**src/inc/trap_wake_consts.vh**
```
// constants for the trap and wake-line interrupt block
// assumes a register bus of 32-bit aligned words, one clock domain
`ifndef TRAP_WAKE_CONSTS_VH
`define TRAP_WAKE_CONSTS_VH
`define OPC_TRAP 8'h00
`define STACK_LIMIT 8'h6f
`define PC_POP_FAULT 15'h7fff
`define VEC_TRAP 8'hfe
`define VEC_WAKE 8'he2
`define VEC_DEFAULT 8'he0
`define SYNC_FULL 2'd3
`define REG_WAKE_EN 12'h000
`define REG_WAKE_EDGE 12'h004
`define REG_WAKE_PEND 12'h008
`define REG_CTRL 12'h00c
`define REG_STATUS 12'h010
`define CTRL_GIE 0
`define CTRL_GROUP 1
`define RESP_OKAY 2'b00
`define RESP_SLVERR 2'b10
`endif

```
**src/logic/trap_wake_intc.v**
```verilog
// trap and wake-line interrupt logic with an axi4-lite register slave
// assumes the core gives one-cycle pulses for its instruction events
//
// Chosen here: the register offsets and register access over AXI4-Lite.
`include "trap_wake_consts.vh"
module trap_wake_intc #(
  parameter LINES = 8,
  parameter PC_W = 15
) (
  input wire clk,
  input wire reset_n,
  // core side
  input wire ir_load,
  input wire [7:0] ir_opcode,
  input wire fetch_unmapped,
  input wire [PC_W-1:0] fetch_pc,
  input wire clear_pending_instr,
  input wire vector_dispatch_instr,
  input wire return_from_int_instr,
  input wire return_skip_instr,
  input wire stack_pop,
  input wire [7:0] stack_ptr_after,
  input wire low_power_active,
  input wire other_int_req,
  input wire [7:0] other_vector,
  input wire [LINES-1:0] wake_line,
  output reg trap_take,
  output reg [PC_W-1:0] trap_return_addr,
  output reg maskable_take,
  output reg dispatch_valid,
  output reg [7:0] dispatch_low_byte,
  output reg pc_force,
  output reg [PC_W-1:0] pc_force_value,
  output reg skip_return,
  output reg wake_up,
  output reg wake_int_req,
  output reg trap_lockout,
  // axi4-lite slave
  input wire [11:0] s_axi_awaddr,
  input wire s_axi_awvalid,
  output reg s_axi_awready,
  input wire [31:0] s_axi_wdata,
  input wire [3:0] s_axi_wstrb,
  input wire s_axi_wvalid,
  output reg s_axi_wready,
  output reg [1:0] s_axi_bresp,
  output reg s_axi_bvalid,
  input wire s_axi_bready,
  input wire [11:0] s_axi_araddr,
  input wire s_axi_arvalid,
  output reg s_axi_arready,
  output reg [31:0] s_axi_rdata,
  output reg [1:0] s_axi_rresp,
  output reg s_axi_rvalid,
  input wire s_axi_rready
);

  // ---------------------------------------------------------------
  // state
  // ---------------------------------------------------------------
  reg trap_pending_flag;
  reg in_maskable;
  reg [LINES-1:0] wake_line_enable_reg;
  reg [LINES-1:0] wake_edge_select_reg;
  reg [LINES-1:0] wake_pending_reg;
  reg global_int_enable;
  reg wake_group_int_enable;
  reg [LINES-1:0] sync_a;
  reg [LINES-1:0] sync_b;
  reg [LINES-1:0] sync_c;
  reg [1:0] sync_fill;
  reg [11:0] aw_addr;
  reg aw_have;
  reg [31:0] w_data;
  reg [3:0] w_strb;
  reg w_have;

  // ---------------------------------------------------------------
  // decode helpers
  // ---------------------------------------------------------------
  function is_trap_fetch;
    input load;
    input [7:0] opc;
    input unmapped;
    begin
      // unmapped memory reads as zero, which is the trap opcode
      is_trap_fetch = load & (unmapped | (opc == `OPC_TRAP));
    end
  endfunction

  function [7:0] reg_byte;
    input [7:0] old;
    input [31:0] data;
    input strb0;
    begin
      reg_byte = strb0 ? data[7:0] : old;
    end
  endfunction

  wire trap_now = is_trap_fetch(ir_load, ir_opcode, fetch_unmapped);
  // a pending trap hides every maskable source
  wire mask_open = ~trap_pending_flag & ~in_maskable & global_int_enable;
  wire wake_req = wake_group_int_enable & global_int_enable & (|(wake_pending_reg & wake_line_enable_reg));
  wire mask_req = mask_open & ~trap_now & (wake_req | other_int_req);
  // edge detect on synchronised lines, shared with wakeup
  // no edge counts until the last stage holds a real pin sample
  wire sync_ready = (sync_fill == `SYNC_FULL);
  wire [LINES-1:0] rise = sync_b & ~sync_c & {LINES{sync_ready}};
  wire [LINES-1:0] fall = ~sync_b & sync_c & {LINES{sync_ready}};
  wire [LINES-1:0] edge_hit = (wake_edge_select_reg & fall) | (~wake_edge_select_reg & rise);
  wire aw_fire = s_axi_awvalid & s_axi_awready;
  wire w_fire = s_axi_wvalid & s_axi_wready;
  wire do_write = aw_have & w_have & ~s_axi_bvalid;
  wire wr_pend = do_write & (aw_addr == `REG_WAKE_PEND) & w_strb[0];
  wire [LINES-1:0] pend_clr = wr_pend ? w_data[LINES-1:0] : {LINES{1'b0}};

  // ---------------------------------------------------------------
  // wake-line synchroniser
  // ---------------------------------------------------------------
  // the reset value of the stages may differ from the idle pin level,
  // so the fill count keeps that difference from posing as an edge
  always @(posedge clk) begin
    if (!reset_n) begin
      sync_a <= {LINES{1'b0}};
      sync_b <= {LINES{1'b0}};
      sync_c <= {LINES{1'b0}};
      sync_fill <= 2'd0;
    end else begin
      sync_a <= wake_line;
      sync_b <= sync_a;
      sync_c <= sync_b;
      if (sync_fill != `SYNC_FULL)
        sync_fill <= sync_fill + 2'd1;
    end
  end

  // ---------------------------------------------------------------
  // wake pending latches
  // ---------------------------------------------------------------
  always @(posedge clk) begin
    if (!reset_n) begin
      wake_pending_reg <= {LINES{1'b0}};
    end else begin
      // a new edge wins over a software clear of the same bit
      wake_pending_reg <= (wake_pending_reg & ~pend_clr) | edge_hit;
    end
  end

  // ---------------------------------------------------------------
  // trap pending and routine state
  // ---------------------------------------------------------------
  always @(posedge clk) begin
    if (!reset_n) begin
      trap_pending_flag <= 1'b0;
      in_maskable <= 1'b0;
    end else begin
      // one bit only: a nested clear releases the outer handler too
      if (trap_now)
        trap_pending_flag <= 1'b1;
      else if (clear_pending_instr)
        trap_pending_flag <= 1'b0;
      if (mask_req)
        in_maskable <= 1'b1;
      else if (return_from_int_instr)
        in_maskable <= 1'b0;
    end
  end

  // ---------------------------------------------------------------
  // answers to the core
  // ---------------------------------------------------------------
  always @(posedge clk) begin
    if (!reset_n) begin
      trap_take <= 1'b0;
      trap_return_addr <= {PC_W{1'b0}};
      maskable_take <= 1'b0;
      dispatch_valid <= 1'b0;
      dispatch_low_byte <= `VEC_DEFAULT;
      pc_force <= 1'b0;
      pc_force_value <= {PC_W{1'b0}};
      skip_return <= 1'b0;
      wake_up <= 1'b0;
      wake_int_req <= 1'b0;
      trap_lockout <= 1'b0;
    end else begin
      trap_take <= trap_now;
      trap_return_addr <= fetch_pc;
      skip_return <= return_skip_instr;
      maskable_take <= mask_req;
      dispatch_valid <= vector_dispatch_instr;
      if (vector_dispatch_instr) begin
        // only the low byte is produced; the core keeps the high byte
        if (trap_pending_flag)
          dispatch_low_byte <= `VEC_TRAP;
        else if (other_int_req & global_int_enable)
          dispatch_low_byte <= other_vector;
        else if (wake_req)
          dispatch_low_byte <= `VEC_WAKE;
        else
          dispatch_low_byte <= `VEC_DEFAULT;
      end
      pc_force <= stack_pop & (stack_ptr_after < `STACK_LIMIT);
      pc_force_value <= `PC_POP_FAULT;
      // any enabled-line edge ends halt or idle; service only if the request is open
      wake_up <= low_power_active & (|(edge_hit & wake_line_enable_reg));
      wake_int_req <= wake_req;
      trap_lockout <= trap_pending_flag | trap_now;
    end
  end

  // ---------------------------------------------------------------
  // register slave (trap pending has no address)
  // ---------------------------------------------------------------
  always @(posedge clk) begin
    if (!reset_n) begin
      s_axi_awready <= 1'b1;
      s_axi_wready <= 1'b1;
      aw_have <= 1'b0;
      w_have <= 1'b0;
      aw_addr <= 12'h000;
      w_data <= 32'h0000_0000;
      w_strb <= 4'h0;
      s_axi_bvalid <= 1'b0;
      s_axi_bresp <= `RESP_OKAY;
      wake_line_enable_reg <= {LINES{1'b0}};
      wake_edge_select_reg <= {LINES{1'b0}};
      global_int_enable <= 1'b0;
      wake_group_int_enable <= 1'b0;
    end else begin
      if (aw_fire) begin
        aw_addr <= s_axi_awaddr;
        aw_have <= 1'b1;
        s_axi_awready <= 1'b0;
      end
      if (w_fire) begin
        w_data <= s_axi_wdata;
        w_strb <= s_axi_wstrb;
        w_have <= 1'b1;
        s_axi_wready <= 1'b0;
      end
      if (do_write) begin
        aw_have <= 1'b0;
        w_have <= 1'b0;
        s_axi_bvalid <= 1'b1;
        s_axi_bresp <= `RESP_OKAY;
        case (aw_addr)
          `REG_WAKE_EN: wake_line_enable_reg <= reg_byte(wake_line_enable_reg, w_data, w_strb[0]);
          `REG_WAKE_EDGE: wake_edge_select_reg <= reg_byte(wake_edge_select_reg, w_data, w_strb[0]);
          `REG_WAKE_PEND: ;
          `REG_CTRL: begin
            if (w_strb[0]) begin
              global_int_enable <= w_data[`CTRL_GIE];
              wake_group_int_enable <= w_data[`CTRL_GROUP];
            end
          end
          default: s_axi_bresp <= `RESP_SLVERR;
        endcase
      end
      if (s_axi_bvalid & s_axi_bready) begin
        s_axi_bvalid <= 1'b0;
        s_axi_awready <= 1'b1;
        s_axi_wready <= 1'b1;
      end
    end
  end

  always @(posedge clk) begin
    if (!reset_n) begin
      s_axi_arready <= 1'b1;
      s_axi_rvalid <= 1'b0;
      s_axi_rdata <= 32'h0000_0000;
      s_axi_rresp <= `RESP_OKAY;
    end else begin
      if (s_axi_arvalid & s_axi_arready) begin
        s_axi_arready <= 1'b0;
        s_axi_rvalid <= 1'b1;
        s_axi_rresp <= `RESP_OKAY;
        s_axi_rdata <= 32'h0000_0000;
        case (s_axi_araddr)
          `REG_WAKE_EN: s_axi_rdata[LINES-1:0] <= wake_line_enable_reg;
          `REG_WAKE_EDGE: s_axi_rdata[LINES-1:0] <= wake_edge_select_reg;
          `REG_WAKE_PEND: s_axi_rdata[LINES-1:0] <= wake_pending_reg;
          `REG_CTRL: s_axi_rdata[1:0] <= {wake_group_int_enable, global_int_enable};
          `REG_STATUS: s_axi_rdata[1:0] <= {wake_req, in_maskable};
          default: s_axi_rresp <= `RESP_SLVERR;
        endcase
      end
      if (s_axi_rvalid & s_axi_rready) begin
        s_axi_rvalid <= 1'b0;
        s_axi_arready <= 1'b1;
      end
    end
  end

endmodule

```
**config.mk**
```make
export PLATFORM = sky130hd
export DESIGN_NAME = trap_wake_intc
export DESIGN_NICKNAME = d
export VERILOG_FILES = /design/src/logic/trap_wake_intc.v
export VERILOG_INCLUDE_DIRS = /design/src /design/src/inc
export SDC_FILE = /design/constraint.sdc
export NUM_CORES = 1
export LEC_CHECK = 0
export ABC_AREA = 0
export BUFFER_PORTS_ARGS = -buffer_cell sky130_fd_sc_hd__buf_2
export CAP_MARGIN = 20
export CORE_MARGIN = 2
export CORE_UTILIZATION = 43
export DETAILED_ROUTE_END_ITERATION = 10
export MAX_ROUTING_LAYER = met4
export PLACE_DENSITY = 0.86
export SYNTH_ARGS = -nofsm -noshare
export SYNTH_HDL_FRONTEND = slang
export SYNTH_SLANG_ARGS = --single-unit
```
**constraint.sdc**
```tcl
create_clock -name clk -period 1.6 [get_ports clk]
set_input_delay 0.48 -clock clk [delete_from_list [all_inputs] [get_ports clk]]
set_output_delay 0.48 -clock clk [all_outputs]
set_load 0.05 [all_outputs]
```
==> flow_summary.ini <==
[cells_and_area]
largest_register_ffs = 15
stdcell_count = 861
area_delta_synth_final_pct = 31.1
num_antenna_cells = 0
nets = 829
reg.largest.list = trap_return_addr (15), aw_addr (12)
top_register = trap_return_addr
drive_gt1_share_pct = 32.5
n_fill_cell = 986

[global_routing]
grt_max_degree = 56
grt_busiest_layer = met2
grt_util_met2_pct = 31.3
globalRouteOverflowTotal = 0
grt_pass1_vias = 3961
grt_pass1_wl_um = 18400
antenna_found_initial = 0
met1_usage_pct = 21.3
track_usage_pct = 18.6
grt_use_met3_pct = 4.91

[sta]
fmax_mhz = 624
rsz0062_at_grt = true
slew_violations = 0
period_needed_ns = 1.60
setup_tns_ns = -0.00234
setup_slack_ns = -0.00234
fin_crit_sh_pct = 100
setup_violations = 1
finClkSkew_ns = 0.0105
hold_viol = 0

[drt]
firstDrtPassIters = 4
routedWlPerCell_um = 13.4
drt-total-wl_um = 11500
ant_nets = 0
drc = 0
via_per_inst = 4.93
drtIter0Drc = 195
via_count = 4241

[die]
core_region_area_um2 = 11500
num_rows = 39
start_util_pct = 44.3
die_area_um2 = 12700
die_x_um = 113
dieHeight_um = 113
num_io_pins = 210

[logic_synthesis]
yosysMostFrequentCell = dfxtp_1
synth_cell_type_count = 48
async_flop_share_pct = 0
ys_ff_latch = 124
synth_edf_count = 0
muxShareOfSynthArea_pct = 5.97
synth_commonest_cells = dfxtp_1, nand2_1, and2_1
synthAdderAreaFrac_pct = 0.247
avgSynthCellArea_um2 = 9.35
yosysWarnings = 0
synth_top_area_share_pct = 48.9
synth_top_family_by_area = simple AND/OR/NAND/NOR gates
synth_compound_area_share_pct = 13.4
syn_area_um2 = 5070
synth_ff_type = dfxtp_1
syn_inst = 543
yosysTopAreaCell = dfxtp_1
seq_area_frac_synth_pct = 48.9
synthTopCellsByArea = dfxtp_1, nand2_1, and2_1
synthXorXnorAreaFrac_pct = 0.173
synthSimpleGateAreaFrac_pct = 22.1

[power_and_ir_drop]
peakVddDrop_uv = 913
p_leak_nw = 2.95
p_total_mw = 8.06
power.density_nw_per_um2 = 1210

[clock_tree]
cts_made_buffers = 17
cts-root-buf = clkbuf_16
cts_sinks = 124
clkSlewWorstSetupHoldPaths_ns = 0.05
cts_tree = built
cts_buffer_depth = 2
htree_levels = 4
clock_latency_ns = 0.42
post_cts_buffers = 0
cts_hold_buf = 0

[critical_path]
cp_slowest_stage_delay_ns = 0.36
worstPathMaxFanout = 5
path_class = reg2reg
critPathSlowestCell = nor4_4
cp-start-kind = flip-flop
worstPathRequired_ns = 1.90
crit_path_end_kind = flip-flop
worstPathArrival_ns = 1.90
crit_chain = nor4_4 > nand4_4 > or3_4 > buf_6 > mux2i_1

[placed_design]
portBuffers = 156
placed_cells = 829
dpl.hpwl_um = 8460
place_congestion = 0.874

[worst_hold_path]
worstHoldPathType = in2reg

[run_status]
run_status = complete, but fails checks
violations = negative setup slack

[flow_run]
drv_cap = 0
[worst paths after layout]
kind | slack [ns] | start | to | cells past startpoint
max reg2reg | -0.002 | aw_addr[8]$_SDFFE_PN0P_ | wake_line_enable_reg[2]$_SDFFE_PN0P_ | 5
max | -0.002 | aw_addr[8]$_SDFFE_PN0P_ | wake_line_enable_reg[2]$_SDFFE_PN0P_ | 5
min reg2reg | 0.43 | sync_a[7]$_SDFF_PN0_ | sync_b[7]$_SDFF_PN0_ | 1
min | 0.22 | stack_ptr_after[7] | pc_force$_SDFF_PN0_ | 2
[where the power goes]
part	switching [mW]	total, mW	internal (mW)
Sequential	0.0795	3.29	3.21
Clock	1.33	3.84	2.50
Combinational	0.620	0.926	0.306
Total	2.03	8.06	6.02
[cell type report]
class | instances | area, um^2 | area share [%]
multi-input combinational | 363 | 2280 | 34.3
tap | 143 | 179 | 2.69
timing repair buffer | 183 | 1040 | 15.7
clock buffer | 19 | 453 | 6.81
inverter | 16 | 60.1 | 0.902
clock inverter | 13 | 148 | 2.22
sequential | 124 | 2490 | 37.4
[per-stage QoR]
stage	cell area (um^2)	setup WS, ns	utilization (%)	hold slack (ns)
after detailed placement	5940	-0.199	51.8	0.419
after global placement	5940	-0.132	51.8	0.414
after global routing	6660	-0.144	58.0	0.218
after CTS	6560	-0.0278	57.2	0.210
final	6660	-0.00234	58.0	0.224
after floorplan	5170	0.00477	-	0.412
[kinds of logic after synthesis]
| kind of cell | Yosys count |
|---|---|
| AND/OR/NAND/NOR | 207 |
| flip-flops | 124 |
| AO/OA/AOI/OAI | 99 |
| buffers and inverters | 81 |
| multiplexers | 29 |
| adder cells (fa/ha/maj) | 1 |
| other | 1 |
| XOR/XNOR | 1 |
[cell usage in the layout, fill, tap and decap left out, drive strengths merged, types with 6 or more instances in the layout]
cell      n
conb     26
a21oi     6
clkinv    7
nor3b    10
mux2i    28
buf     183
inv      16
nor2     21
a22o      6
a21boi   29
nor2b     6
o41ai     6
and2     50
dfxtp   124
o21ai    29
nand2    87
clkbuf   19
[critical path, delay by kind of cell, from the launching register on]
family,cells,cell delay (ns)
and+or+nand+nor,3,0.88
muxes,1,0.12
DFF,1,0.33
buffers and inverters,1,0.15
[layer usage]
layer,routed length [um],up-vias
met5,0,-
met4,150,0
met3,793,16
met2,5750,155
met1,4820,1961
li1,-,2109
[what timing repair did]
item                       in CTS  in global routing
gates resized for setup         5                 45
pin swaps                       2                  3
setup endpoints to repair      21                 45
(Power assumes the default switching activity.)
